## src/logic/dla_consts.svh

```systemverilog
`ifndef DLA_CONSTS_SVH
`define DLA_CONSTS_SVH

// ==========================================================
// Serial clock derivation
`define DLA_DIV_W             3
`define DLA_VCO_DIV_LAST      3'h7

// ==========================================================
// Acknowledge timing, in serial clock ticks or clk_i cycles
`define DLA_GAP_W             6
`define DLA_MIN_GAP_TICKS     6'h20
`define DLA_LOW_W             4
`define DLA_ACK_LOW_LAST      4'hF
`define DLA_SPD_W             2
`define DLA_SPEEDUP_LAST      2'h1

// ==========================================================
// Check helpers: 16 ticks of 8 cycles, 32 ticks of 8 cycles
`define DLA_LOW_CLK_W         7
`define DLA_ACK_LOW_CLK_LAST  7'h7F
`define DLA_SINCE_W           9
`define DLA_MIN_GAP_CLKS      9'h100
`define DLA_SINCE_MAX         9'h1FF

`endif

```

## src/logic/dla_pkg.sv

```systemverilog
package dla_pkg;

  typedef enum logic [1:0] {
    ACK_IDLE,
    ACK_WAIT,
    ACK_LOW,
    ACK_SPEEDUP
  } ack_state_e;

endpackage

```

## src/logic/serial_tick_gen.sv

```systemverilog
`timescale 1ns/10ps
`default_nettype none
`include "dla_consts.svh"

module serial_tick_gen (
  // Clock and reset
  input  wire logic clk_i,
  input  wire logic reset_i,
  // Control
  input  wire logic restart_i,
  // Serial clock tick
  output logic      tick_o
);

  logic [`DLA_DIV_W-1:0] div_reg;
  logic [`DLA_DIV_W-1:0] div_next;
  wire                   div_last;

  // ==========================================================
  // Divide-by-eight counter

  // The serial rate is always the VCO rate over eight; restart aligns the
  // tick train to the end of a command so the minimum gap is exact.
  assign div_last = (div_reg == `DLA_VCO_DIV_LAST);
  assign div_next = (restart_i || div_last) ? '0 : div_reg + 1'b1;
  assign tick_o   = div_last && !restart_i;

  always_ff @(posedge clk_i or posedge reset_i) begin
    if (reset_i) begin
      div_reg <= '0;
    end else begin
      div_reg <= div_next;
    end
  end

  // ==========================================================
  // Checks

  property p_tick_period;
    @(posedge clk_i) disable iff (reset_i)
    restart_i |=> (!tick_o)[*7] ##1 tick_o;
  endproperty
  a_tick_period: assert property (p_tick_period)
    else $error("Serial tick not eight cycles after restart.");

endmodule
`default_nettype wire

```

## src/logic/debug_link_ack_handshake.sv

```systemverilog
// Summary of operation
// - Serial clock is the VCO clock divided by eight, always.
// - Acknowledge is 16 serial ticks low, then a brief driven-high speedup.
// - Acknowledge only after the command has been executed successfully.
// - Acknowledge starts no sooner than 32 ticks after the command ends.
// - Wait or stop before execution drops the pending command, no acknowledge.
// - Wait or stop during command reception discards that command unacknowledged.
// - Byte read: opcode and address, decode, bus cycle, read, then acknowledge.
// - The device starts the acknowledge with a falling edge on the pin.
// - Except speedup pulses, highs come from the pull-up, never driven.
// - Device lets the host abort a pending command and its acknowledge.
// - Command execution runs at bus rate, independent of the serial clock.
`timescale 1ns/10ps
`default_nettype none
`include "dla_consts.svh"

module debug_link_ack_handshake (
  // Clock and reset
  input  wire logic clk_i,
  input  wire logic reset_i,
  // Command receiver side
  input  wire logic cmd_receiving_i,
  input  wire logic cmd_end_i,
  input  wire logic abort_i,
  input  wire logic ack_enable_i,
  input  wire logic ack_disable_i,
  output logic      cmd_drop_o,
  // CPU bus access side
  output logic      exec_req_o,
  input  wire logic exec_done_i,
  input  wire logic cpu_lowpower_i,
  // Status
  output logic      pending_o,
  output logic      ack_busy_o,
  output logic      ack_en_o,
  // Single-wire debug pin, open drain with speedup
  input  wire logic single_wire_debug_pin_i,
  output logic      single_wire_debug_pin_o,
  output logic      single_wire_debug_pin_oe_o,
  output logic      pin_level_o
);

  dla_pkg::ack_state_e state_reg;
  dla_pkg::ack_state_e state_next;
  logic                      tick, done_reg, discard_reg, ack_en_reg, drop_reg;
  logic                      pin_oe_reg, pin_out_reg, pin_meta_reg, pin_sync_reg;
  logic [`DLA_GAP_W-1:0]     gap_reg, gap_next;
  logic [`DLA_LOW_W-1:0]     low_reg, low_next;
  logic [`DLA_SPD_W-1:0]     spd_reg, spd_next;
  logic [`DLA_LOW_CLK_W-1:0] low_clk_reg;
  logic [`DLA_SINCE_W-1:0]   since_reg;
  wire in_idle, in_wait, in_low, in_spd, cmd_bad, cmd_accept, gap_met, lost_exec;
  wire ack_start, ack_skip, low_end, spd_end, next_drive, next_high;

  // ==========================================================
  // Serial clock
  serial_tick_gen u_tick (
    .clk_i     (clk_i),
    .reset_i   (reset_i),
    .restart_i (cmd_accept),
    .tick_o    (tick)
  );

  // ==========================================================
  // Decode
  assign in_idle    = (state_reg == dla_pkg::ACK_IDLE);
  assign in_wait    = (state_reg == dla_pkg::ACK_WAIT);
  assign in_low     = (state_reg == dla_pkg::ACK_LOW);
  assign in_spd     = (state_reg == dla_pkg::ACK_SPEEDUP);
  assign cmd_bad    = discard_reg || cpu_lowpower_i;
  assign cmd_accept = cmd_end_i && in_idle && !cmd_bad;
  assign gap_met    = (gap_reg == `DLA_MIN_GAP_TICKS);
  assign lost_exec  = in_wait && !done_reg && cpu_lowpower_i;
  // Start on a tick so the low phase is whole serial periods long.
  assign ack_start  = in_wait && done_reg && ack_en_reg && gap_met && tick;
  assign ack_skip   = in_wait && done_reg && !ack_en_reg;
  assign low_end    = in_low && tick && (low_reg == `DLA_ACK_LOW_LAST);
  assign spd_end    = in_spd && (spd_reg == `DLA_SPEEDUP_LAST);
  assign next_drive = (state_next == dla_pkg::ACK_LOW) || (state_next == dla_pkg::ACK_SPEEDUP);
  assign next_high  = (state_next == dla_pkg::ACK_SPEEDUP);
  // Phase counters clear whenever their state is left, so an abort leaves no stale count.
  assign gap_next   = !in_wait ? '0 : ((tick && !gap_met) ? gap_reg + 1'b1 : gap_reg);
  assign low_next   = !in_low ? '0 : (tick ? low_reg + 1'b1 : low_reg);
  assign spd_next   = !in_spd ? '0 : spd_reg + 1'b1;

  // Execution is requested on the bus clock; only the handshake uses ticks.
  assign exec_req_o = in_wait && !done_reg;
  assign pending_o  = in_wait;
  assign ack_busy_o = in_low || in_spd;
  assign ack_en_o   = ack_en_reg;
  assign cmd_drop_o = drop_reg;
  assign pin_level_o                = pin_sync_reg;
  assign single_wire_debug_pin_o    = pin_out_reg;
  assign single_wire_debug_pin_oe_o = pin_oe_reg;

  always_comb begin
    state_next = state_reg;
    if (abort_i) begin
      state_next = dla_pkg::ACK_IDLE;
    end else begin
      case (state_reg)
        dla_pkg::ACK_IDLE: begin
          if (cmd_accept) begin
            state_next = dla_pkg::ACK_WAIT;
          end
        end
        dla_pkg::ACK_WAIT: begin
          if (lost_exec || ack_skip) begin
            state_next = dla_pkg::ACK_IDLE;
          end else if (ack_start) begin
            state_next = dla_pkg::ACK_LOW;
          end
        end
        dla_pkg::ACK_LOW: begin
          if (low_end) begin
            state_next = dla_pkg::ACK_SPEEDUP;
          end
        end
        dla_pkg::ACK_SPEEDUP: begin
          if (spd_end) begin
            state_next = dla_pkg::ACK_IDLE;
          end
        end
        default: begin
          state_next = dla_pkg::ACK_IDLE;
        end
      endcase
    end
  end

  // ==========================================================
  // Sequencer
  always_ff @(posedge clk_i or posedge reset_i) begin
    if (reset_i) begin
      state_reg <= dla_pkg::ACK_IDLE;
    end else begin
      state_reg <= state_next;
    end
  end

  // Completion is kept only while the command stays pending, so a completion
  // that meets an abort cannot leak into a command accepted right after it.
  always_ff @(posedge clk_i or posedge reset_i) begin
    if (reset_i) begin
      done_reg <= 1'b0;
    end else if (state_next != dla_pkg::ACK_WAIT) begin
      done_reg <= 1'b0;
    end else if (in_wait && exec_done_i) begin
      done_reg <= 1'b1;
    end
  end

  always_ff @(posedge clk_i or posedge reset_i) begin
    if (reset_i) begin
      gap_reg <= '0;
      low_reg <= '0;
      spd_reg <= '0;
    end else begin
      gap_reg <= gap_next;
      low_reg <= low_next;
      spd_reg <= spd_next;
    end
  end

  // A reception corrupted by wait or stop is remembered until its end or an abort. The end
  // closes its own discard, so the following command is not dropped as well.
  always_ff @(posedge clk_i or posedge reset_i) begin
    if (reset_i) begin
      discard_reg <= 1'b0;
    end else if (cmd_end_i || abort_i) begin
      discard_reg <= 1'b0;
    end else if (cmd_receiving_i && cpu_lowpower_i) begin
      discard_reg <= 1'b1;
    end
  end

  always_ff @(posedge clk_i or posedge reset_i) begin
    if (reset_i) begin
      ack_en_reg <= 1'b0;
      drop_reg   <= 1'b0;
    end else begin
      ack_en_reg <= ack_enable_i ? 1'b1 : (ack_disable_i ? 1'b0 : ack_en_reg);
      drop_reg   <= cmd_end_i && cmd_bad;
    end
  end

  // ==========================================================
  // Pin drive and sampling
  // High is driven only in the speedup phase; otherwise the pull-up lifts it.
  always_ff @(posedge clk_i or posedge reset_i) begin
    if (reset_i) begin
      pin_oe_reg   <= 1'b0;
      pin_out_reg  <= 1'b0;
      pin_meta_reg <= 1'b1;
      pin_sync_reg <= 1'b1;
    end else begin
      pin_oe_reg   <= next_drive;
      pin_out_reg  <= next_high;
      pin_meta_reg <= single_wire_debug_pin_i;
      pin_sync_reg <= pin_meta_reg;
    end
  end

  // ==========================================================
  // Checks
  always_ff @(posedge clk_i or posedge reset_i) begin
    if (reset_i) begin
      low_clk_reg <= '0;
      since_reg   <= '0;
    end else begin
      low_clk_reg <= in_low ? low_clk_reg + 1'b1 : '0;
      if (cmd_accept) begin
        since_reg <= '0;
      end else if (since_reg != `DLA_SINCE_MAX) begin
        since_reg <= since_reg + 1'b1;
      end
    end
  end

  property p_low_len;
    @(posedge clk_i) disable iff (reset_i)
    (in_low && state_next == dla_pkg::ACK_SPEEDUP) |-> (low_clk_reg == `DLA_ACK_LOW_CLK_LAST);
  endproperty
  a_low_len: assert property (p_low_len)
    else $error("Acknowledge low phase is not sixteen serial ticks.");
  property p_falling_start;
    @(posedge clk_i) disable iff (reset_i)
    (in_wait && state_next == dla_pkg::ACK_LOW) |=>
      single_wire_debug_pin_oe_o && !single_wire_debug_pin_o;
  endproperty
  a_falling_start: assert property (p_falling_start)
    else $error("Acknowledge did not begin by driving the pin low.");
  property p_high_only_speedup;
    @(posedge clk_i) disable iff (reset_i)
    (single_wire_debug_pin_oe_o && single_wire_debug_pin_o) |-> in_spd;
  endproperty
  a_high_only_speedup: assert property (p_high_only_speedup)
    else $error("Pin driven high outside a speedup pulse.");
  property p_min_gap;
    @(posedge clk_i) disable iff (reset_i)
    $rose(in_low) |-> (since_reg > `DLA_MIN_GAP_CLKS);
  endproperty
  a_min_gap: assert property (p_min_gap)
    else $error("Acknowledge started before thirty-two serial ticks.");
  property p_after_exec;
    @(posedge clk_i) disable iff (reset_i)
    (in_wait && state_next == dla_pkg::ACK_LOW) |-> done_reg && ack_en_reg;
  endproperty
  a_after_exec: assert property (p_after_exec)
    else $error("Acknowledge started without executed command.");
  property p_lost_on_lowpower;
    @(posedge clk_i) disable iff (reset_i)
    (in_wait && !done_reg && cpu_lowpower_i) |=> in_idle && !single_wire_debug_pin_oe_o;
  endproperty
  a_lost_on_lowpower: assert property (p_lost_on_lowpower)
    else $error("Pending command kept after wait or stop.");
  property p_discard_rx;
    @(posedge clk_i) disable iff (reset_i)
    (in_idle && cmd_end_i && cmd_bad && !abort_i) |=> in_idle ##1 in_idle;
  endproperty
  a_discard_rx: assert property (p_discard_rx)
    else $error("Command received during wait or stop was accepted.");
  property p_abort;
    @(posedge clk_i) disable iff (reset_i)
    abort_i |=> in_idle ##1 !single_wire_debug_pin_oe_o;
  endproperty
  a_abort: assert property (p_abort)
    else $error("Abort did not clear the pending acknowledge.");
  property p_disabled_quiet;
    @(posedge clk_i) disable iff (reset_i)
    (!ack_en_reg && in_wait && done_reg) |=> in_idle && !single_wire_debug_pin_oe_o;
  endproperty
  a_disabled_quiet: assert property (p_disabled_quiet)
    else $error("Acknowledge issued while generation was disabled.");
  property p_exec_req;
    @(posedge clk_i) disable iff (reset_i)
    $rose(in_wait) |-> exec_req_o;
  endproperty
  a_exec_req: assert property (p_exec_req)
    else $error("Accepted command did not request execution.");

endmodule
`default_nettype wire

```

## config.mk

```make
export PLATFORM = sky130hd
export DESIGN_NAME = debug_link_ack_handshake
export DESIGN_NICKNAME = d
export VERILOG_FILES = /design/src/logic/dla_pkg.sv /design/src/logic/serial_tick_gen.sv /design/src/logic/debug_link_ack_handshake.sv
export VERILOG_INCLUDE_DIRS = /design/src /design/src/logic
export SDC_FILE = /design/constraint.sdc
export NUM_CORES = 1
export LEC_CHECK = 0
export BUFFER_PORTS_ARGS = -buffer_cell sky130_fd_sc_hd__buf_2
export CAP_MARGIN = 30
export CORE_MARGIN = 2
export CORE_UTILIZATION = 55
export DETAILED_ROUTE_END_ITERATION = 7
export PLACE_DENSITY = 0.85
export SETUP_SLACK_MARGIN = 0.05
export SYNTH_ARGS = -nofsm -noshare
export SYNTH_HDL_FRONTEND = slang
export SYNTH_SLANG_ARGS = --single-unit
```

## constraint.sdc

```tcl
create_clock -name clk_i -period 2.1 [get_ports clk_i]
set_input_delay 0.315 -clock clk_i [delete_from_list [all_inputs] [get_ports clk_i]]
set_output_delay 0.315 -clock clk_i [all_outputs]
set_load 0.02 [all_outputs]
```

Word-level counts from Yosys, hierarchy flattened
Index checks and enable logic that the tools add are counted.
Widths: inputs -> output; s select.

storage, ports and cells
  register bits = 25
  input bits = 10
  output and inout port bits = 8
  word-level logic and storage cells = 80

operators by class
  $add $sub $neg = 4
  equality and inequality tests = 12
  mux-type cells = 19
  reduce and logical (&&, ||, !) cells = 32

operator list
  kind                 count
  $logic_and 1x1->1    17
  $mux 2               7
  $mux 6               2
  $eq 2x2->1 const B   4
  $mux 4               2
  $pmux 2 s4           1
  $add 6x1->6 const B  1
  $eq 6x6->1 const B   1
  $logic_or 1x1->1     6
  $mux 1               6
  $reduce_bool 2->1    3
  $logic_not 1->1      5
  $add 4x1->4 const B  1
  $eq 2x1->1 const B   2
  $eq 4x4->1 const B   1
  $ne 2x1->1 const B   2
  $add 3x1->3 const B  1
  $eq 3x3->1 const B   1
  $mux 3               1
  $add 2x1->2 const B  1
  $logic_not 2->1      1
  $ne 2x2->1 const B   1

Logic depth before layout (Yosys ltp)
Gate-level depths: netlist of run 1.

  word-level depth = 12
  gate-level depth with buffers = 6

By module
Synthesis of run 1 repeated with hierarchy kept, for this count alone.

unflattened totals
  cell total of the unflattened synthesis = 108
  area total of the unflattened synthesis = 1,151.1 um^2

by module, submodules not included
  module                    instances  cells each  area each (um^2)  seq. area each (um^2)
  debug_link_ack_handshake  1          98          1,021.0           553.0
  serial_tick_gen           1          10          130.1             75.1

Worst setup path after synthesis of run 1
No wires, ideal clock.

  kind = register to register
  start = register state_reg[1]
  end = register done_reg
  data arrival time = 1,592 ps
  required time = 2,004 ps
  path slack = 413 ps
  cell stages (with the launch flop) = 6
  path buffers = 1
  path through = dfrtp_1 buf_6 or4b_4 o21a_4 a31o_1 nor4_2

between the ends
  longest elaborated chain between the ends = 12

ends and longest elaborated chain
  element                                             RTL line                                                          RTL
  start, declared                                     debug_link_ack_handshake.sv:43                                    dla_pkg::ack_state_e state_reg;
  start signal, assigned                              debug_link_ack_handshake.sv:135                                   state_reg <= dla_pkg::ACK_IDLE;
  start signal, assigned                              debug_link_ack_handshake.sv:137                                   state_reg <= state_next;
  $logic_not 2->1                                     debug_link_ack_handshake.sv:66, debug_link_ack_handshake.sv:101
  $logic_and 1x1->1 (2 in series)                     debug_link_ack_handshake.sv:71                                    assign cmd_accept = cmd_end_i && in_idle && !cmd_bad;
  $logic_not 1->1                                     serial_tick_gen.sv:26                                             assign tick_o = div_last && !restart_i;
  $logic_and 1x1->1                                   serial_tick_gen.sv:26
  $logic_and 1x1->1 (on tied branches)                debug_link_ack_handshake.sv:75, debug_link_ack_handshake.sv:77
  $mux 2 / $logic_and 1x1->1 (equally long branches)  debug_link_ack_handshake.sv:110, debug_link_ack_handshake.sv:77
  $mux 2 (on tied branches)                           debug_link_ack_handshake.sv:108, debug_link_ack_handshake.sv:115
  $pmux 2 s4 *                                        debug_link_ack_handshake.sv:101                                   case (state_reg)
  $mux 2 *                                            debug_link_ack_handshake.sv:98                                    if (abort_i) begin
  via state_next[1]                                   debug_link_ack_handshake.sv:44                                    dla_pkg::ack_state_e state_next;
  $ne 2x1->1 *                                        debug_link_ack_handshake.sv:146                                   end else if (state_next != dla_pkg::ACK_WAIT) begin
  $mux 1 / $reduce_bool 2->1 (equally long branches)  --
  end signal, assigned                                debug_link_ack_handshake.sv:145                                   done_reg <= 1'b0;
  end signal, assigned                                debug_link_ack_handshake.sv:147                                   done_reg <= 1'b0;
  end signal, assigned                                debug_link_ack_handshake.sv:149                                   done_reg <= 1'b1;
  end, declared                                       debug_link_ack_handshake.sv:45                                    logic tick, done_reg, discard_reg, ack_en_reg, drop_reg;

The timed path passes the listed nets; every way through them passes the cells marked *.
A chain may end at the register's enable or synchronous reset.

Worst setup path after layout of run 1
  start = register state_reg[1]
  end = register gap_reg[0]

between the ends
  longest elaborated chain between the ends = 7

ends and longest elaborated chain
  element                          RTL line                         RTL
  $logic_not 2->1                  debug_link_ack_handshake.sv:66   assign in_idle = (state_reg == dla_pkg::ACK_IDLE);
  $logic_and 1x1->1 (2 in series)  debug_link_ack_handshake.sv:71
  $logic_not 1->1                  serial_tick_gen.sv:26
  $logic_and 1x1->1                serial_tick_gen.sv:26
  $logic_and 1x1->1                debug_link_ack_handshake.sv:82   assign gap_next = !in_wait ? '0 : ((tick && !gap_met) ? gap_reg + 1'b1 : gap_reg);
  $ne 2x1->1 (no source line)      --
  end signal, assigned             debug_link_ack_handshake.sv:159  gap_reg <= gap_next;
  end, declared                    debug_link_ack_handshake.sv:47   logic [`DLA_GAP_W-1:0] gap_reg, gap_next;

Parallel ways exist; a longest one is shown, timed or not.

==> impl_metrics.py, run 1 <==
metrics = {
    "run_status": {
        "status": "completed",
    },
    "flow_run": {
        "cap_violations": 0,
    },
    "synthesis": {
        "syn_avg_cell_area_um2": 10.9,
        "synth_top_family_by_area": "simple AND/OR/NAND/NOR gates",
        "synth_fa_ha_area_share_pct": 6.19,
        "ys_warn_count": 0,
        "synth_area_um2": 1210,
        "synth-xor-area-share_pct": 3.61,
        "ys_seq_elements": 25,
        "netlist_instances": 111,
        "synthMuxAreaShare_pct": 1.65,
        "synth-simple-area-share_pct": 19.4,
        "syn-num-nets": 127,
        "synthDistinctLibCells": 42,
        "ys_seq_area_share_pct": 51.8,
        "synth_compound_area_share_pct": 13.3,
    },
    "min_path": {
        "hold_class": "primary input to asynchronous set/reset pin",
    },
    "global_routing": {
        "grt_pass1_wl_um": 3830,
        "gr-max-usage-layer": "met2",
        "grt_use_total_pct": 19.9,
        "grtUsageMet1_pct": 23.9,
        "antenna_found_initial": 0,
        "grt-ovfl-total": 0,
        "grt.met3_usage_pct": 5.26,
        "grt_pass1_vias": 866,
        "grt_start_max_net_pins": 26,
        "met2_usage_pct": 35.1,
    },
    "worst_setup_path": {
        "crit_family": "compound AO/OA/AOI/OAI gates",
        "cp.required_ns": 2.35,
        "critPathCaptureType": "flip-flop",
        "worst-path-stages": 4,
        "crit_fanout": 10,
        "critPathArrivalTime_ns": 2.08,
        "crit_path_start_kind": "flip-flop",
        "slowest_stage": "or4b_4",
        "worstReg2RegEnd": "gap_reg[0]",
        "reg2regPathDepth": 4,
        "critical_path.cell_chain": "or4b_4, o21ai_0, o21ai_0, a21oi_1",
        "max_stage_delay_ns": 0.58,
        "r2r_slack_ns": 0.27,
        "path_class": "flip-flop to flip-flop",
        "rr_startpoint": "state_reg[1]",
        "cp_common_cell": "o21ai_0",
        "crit_buf_inv": 0,
    },
    "sta": {
        "finalCriticalPeriod_ns": 1.83,
        "worstMarginPinSlew_ns": 0.472,
        "rsz0062_at_grt": "false",
        "fin_ws_ns": 0.275,
        "slew-limit-headroom_pct": 68.5,
        "fin_setup_tns_ns": 0,
        "setup_viol": 0,
        "finalClockSkew_ns": 0.0135,
        "maxSlewViolCount": 0,
        "finalCritPeriodShare_pct": 86.9,
        "fmax_mhz": 548,
        "final_hold_viol_count": 0,
    },
    "cts": {
        "clock-sinks": 25,
        "path_clk_slew_ns": 0.13,
        "holdBufCountCts": 0,
        "tritoncts.num_buffers": 3,
        "cts_buffer_depth": 2,
        "post_cts_resize_count": 0,
        "h-tree-depth": 1,
        "clockRootBuffer": "clkbuf_4",
        "cts_tree": "built",
        "post_cts_buffers": 0,
        "clk_latency_ns": 0.31,
    },
    "floorplanning": {
        "initial_core_util_pct": 56.5,
        "fp-row-count": 17,
        "die_w_um": 51.0,
        "die_h_um": 51.0,
        "dieArea_um2": 2600,
        "core_area_um2": 2150,
        "pin_count": 18,
    },
    "cells_and_area": {
        "largest_reg_flops": 6,
        "final_common_cell": "dfrtp_1",
        "final_area_um2": 1360,
        "final_nets": 148,
        "final_cell_mix": "23 x dfrtp_1, 17 x buf_2, 14 x nor2_1",
        "area_growth_pct": 12.0,
        "drive_gt1_share_pct": 22.9,
        "diodes": 0,
    },
    "power_and_ir_drop": {
        "fin_total_pwr_uw": 925,
        "cellLeakagePower_nw": 0.630,
        "power.density_nw_per_um2": 681,
        "vdd_drop_max_uv": 657,
    },
    "routing": {
        "drc": 0,
        "first_pass_iters": 4,
        "drt_iter0_markers": 20,
        "drtAntennaViolNets": 0,
        "vias": 915,
        "drt-wirelength-per-cell_um": 14.1,
        "wl_um": 2250,
        "routed_via_density": 5.75,
    },
    "place": {
        "post-place-ws_ns": 0.305,
        "place.gp.congestion": 0.807,
        "hpwl_um": 1690,
        "io_buffers": 17,
        "placed_cell_area_um2": 1330,
    },
}
power by group:
part	internal (mW)	leakage [nW]	switching [mW]	total [mW]
combinational	0.0763	0.284	0.0968	0.173
sequential	0.521	0.332	0.0220	0.543
clock	0.0742	0.0150	0.135	0.209
cells in the mapped netlist:
library cell  instances  share of area (%)
a2111oi_2             1                1.2
a211oi_1              1               0.62
a21o_1                1               0.62
a21oi_1               5                2.1
a31o_1                1               0.72
a31o_2                1               0.72
a31oi_1               1               0.52
and2_0                1               0.52
and2_1                3                1.5
and3_1                1               0.52
and4_1                1               0.72
buf_2                 1               0.41
buf_6                 1               0.93
clkbuf_1              2               0.62
dfrtp_1              23                 47
dfstp_2               2                4.3
ha_1                  6                6.2
inv_1                 7                2.2
mux2i_1               2                1.6
nand2_1               2               0.62
nand2b_1              3                1.5
nand3b_1              1               0.62
nand4_1               2                1.0
nand4b_1              1               0.72
nor2_1               14                4.3
nor2b_1               1               0.52
nor3_1                3                1.2
nor4_2                1                1.0
nor4b_1               1               0.72
o2111ai_1             2                1.4
o211ai_1              2                1.2
o21a_1                1               0.62
o21a_4                1                1.2
o21ai_0               4                1.6
o31ai_1               1               0.62
or2b_1                1               0.62
or3_1                 1               0.52
or4_1                 1               0.62
or4b_1                1               0.82
or4b_4                1                1.1
xnor2_1               1               0.72
xor2_1                4                2.9
worst max path at each step:
stage	from	end	slack [ns]
floorplan	state_reg[1]	done_reg	0.41
global placement	u_tick.div_reg[0]	done_reg	0.35
detailed placement	u_tick.div_reg[0]	done_reg	0.31
CTS	u_tick.div_reg[0]	done_reg	0.29
global route	state_reg[1]	gap_reg[0]	0.14
finish	state_reg[1]	gap_reg[0]	0.27
kinds of logic (layout without fill, tap and decap cells):
logic type               Yosys count  count (layout)
multiplexers                       2               2
AO/OA/AOI/OAI                     22              22
flip-flops                        25              25
AND/OR/NAND/NOR                   40              40
buffers and inverters             11              31
adder cells (fa/ha/maj)            6               6
XOR/XNOR                           5               5
final cells by class:
type / count / area [µm²]
sequential: 25 / 628
fill: 176 / 790
multi-input combinational: 75 / 536
tap: 28 / 35.0
timing repair buffer: 20 / 108
clock buffer: 4 / 26.3
inverter: 7 / 26.3
metal layers:
| metal | share of wire, % | up-vias |
|---|---|---|
| met5 | 0 | - |
| li1 | - | 434 |
| met1 | 43 | 455 |
| met2 | 53 | 22 |
| met3 | 2.9 | 4 |
| met4 | 1.2 | 0 |
stage by stage:
| step | hold WS, ns | util [%] | std cells |
|---|---|---|---|
| after floorplan | 0.319 | - | 111 |
| after detailed placement | 0.351 | 62.0 | 155 |
| after global routing | 0.0411 | 63.2 | 159 |
| after CTS | 0.0320 | 63.2 | 159 |
| after global placement | 0.346 | 62.0 | 155 |
| final | 0.0215 | 63.2 | 159 |
worst reg2reg max path, stage by stage (launching register included):
cell	delay, ns
dfrtp_1	0.49
or4b_4	0.58
o21ai_0	0.37
o21ai_0	0.19
a21oi_1	0.15
Note: power is estimated with default switching activity, not from simulation.
==> run 2, diff against run 1 <==
CTS_BUF_LIST = sky130_fd_sc_hd__clkbuf_2   (was not set)
==> impl_metrics.py, run 2 (synthesis results as in run 1) <==
metrics = {
    "routing": {
        "wl_um": 2330,
        "drt-wirelength-per-cell_um": 14.5,
        "drc": 0,
        "drt_iter0_markers": 14,
        "vias": 913,
        "routed_via_density": 5.67,
        "drtAntennaViolNets": 0,
        "first_pass_iters": 4,
    },
    "global_routing": {
        "grt_use_total_pct": 19.9,
        "grt_start_max_net_pins": 26,
        "grt-ovfl-total": 0,
        "grt_pass1_wl_um": 3840,
        "grt_pass1_vias": 871,
        "antenna_found_initial": 0,
    },
    "cts": {
        "cts_tree": "built",
        "clk_latency_ns": 0.33,
        "post_cts_resize_count": 0,
        "path_clk_slew_ns": 0.22,
        "clockRootBuffer": "clkbuf_2",
        "h-tree-depth": 1,
        "tritoncts.num_buffers": 3,
        "clock-sinks": 25,
        "cts_buffer_depth": 2,
    },
    "power_and_ir_drop": {
        "power.density_nw_per_um2": 662,
        "fin_total_pwr_uw": 908,
        "cellLeakagePower_nw": 0.640,
        "vdd_drop_max_uv": 558,
    },
    "sta": {
        "hold_slack_ns": 0.149,
        "fin_ws_ns": 0.247,
        "fmax_mhz": 540,
        "worstMarginPinSlew_ns": 0.466,
        "slew-limit-headroom_pct": 68.9,
        "fin_setup_tns_ns": 0,
        "finalClockSkew_ns": 0.00615,
        "final_hold_viol_count": 0,
        "setup_viol": 0,
        "finalCritPeriodShare_pct": 88.2,
        "maxSlewViolCount": 0,
        "rsz0062_at_grt": "false",
        "finalCriticalPeriod_ns": 1.85,
    },
    "worst_setup_path": {
        "r2r_slack_ns": 0.25,
        "reg2regPathDepth": 4,
        "crit_path_end": "gap_reg[0]",
        "critPathArrivalTime_ns": 2.13,
        "critPathCaptureType": "flip-flop",
        "path_class": "flip-flop to flip-flop",
        "crit_fanout": 10,
        "cp.required_ns": 2.38,
        "worstReg2RegEnd": "gap_reg[0]",
        "rr_startpoint": "state_reg[1]",
        "startpoint": "state_reg[1]",
        "crit_path_start_kind": "flip-flop",
    },
    "floorplanning": {
        "initial_core_util_pct": 56.5,
        "pin_count": 18,
        "die_w_um": 51.0,
        "core_area_um2": 2150,
        "dieArea_um2": 2600,
        "die_h_um": 51.0,
        "fp-row-count": 17,
    },
    "cells_and_area": {
        "final_nets": 150,
        "final_cell_mix": "23 x dfrtp_1, 17 x buf_2, 14 x nor2_1",
        "multi_input_area_um2": 536,
        "area_growth_pct": 13.1,
        "final_common_cell": "dfrtp_1",
        "nFillCells": 177,
        "diodes": 0,
        "drive_gt1_share_pct": 23.3,
        "largest_reg_flops": 6,
        "register_area_um2": 628,
    },
    "min_path": {
        "hold_class": "primary input to flip-flop",
    },
    "place": {
        "place.gp.congestion": 0.807,
        "post-place-ws_ns": 0.305,
        "hpwl_um": 1690,
        "io_buffers": 17,
    },
    "flow_run": {
        "cap_violations": 0,
    },
    "run_status": {
        "status": "completed",
    },
}
-- run 2: cell types whose count changed in the layout (fill, tap and decap cells not counted) --
cell,previous run,this run
clkbuf_1,1,0
clkbuf_2,0,4
clkbuf_4,3,0
dlygate4sd3_1,0,2
-- run 2: power by group --
group	switching, mW	internal (mW)
Clock	0.135	0.0503
Sequential	0.0222	0.522
Combinational	0.0991	0.0795
Total	0.257	0.652
-- run 2: metal layers --
metal	global-route usage, %	wire, µm	up-vias
met5	0	0	-
met3	5.26	100	6
li1	-	-	437
met1	24.1	940	448
met4	5.86	45	0
met2	34.6	1250	22
-- run 2: worst max-delay path: stages (launching register included) --
cell	delay [ns]
dfrtp_1	0.51
or4b_4	0.58
o21ai_0	0.37
o21ai_0	0.19
a21oi_1	0.16
-- run 2: through the flow --
step | utilization, % | cell area [µm²] | cells
after floorplan | - | 1210 | 111
after global placement | 62.0 | 1330 | 155
after detailed placement | 62.0 | 1330 | 155
after CTS | 63.4 | 1360 | 160
after global routing | 63.9 | 1370 | 161
final | 63.9 | 1370 | 161
-- run 2: layout make-up --
class	instances	share of cell area, %
clock buffers	4	1.46
inverters	7	1.91
multi-input cells	75	39.0
flip-flops and latches	25	45.8
well taps	28	2.55
repair buffers	22	9.30
-- run 2: worst min path at each step --
stage | from | endpoint | depth (start not counted)
5_1_grt | ack_enable_i | ack_en_o | 2
3_3_place_gp | pin_meta_reg | pin_level_o | 0
2_1_floorplan | single_wire_debug_pin_i | pin_meta_reg | 0
6_report | cmd_end_i | discard_reg | 2
4_1_cts | single_wire_debug_pin_i | pin_meta_reg | 1
3_5_place_dp | pin_meta_reg | pin_level_o | 0
-- run 2: what timing repair did --
item	CTS	global route
setup buffers	0	0
endpoints found under the hold margin	23	1
hold buffers	1	1
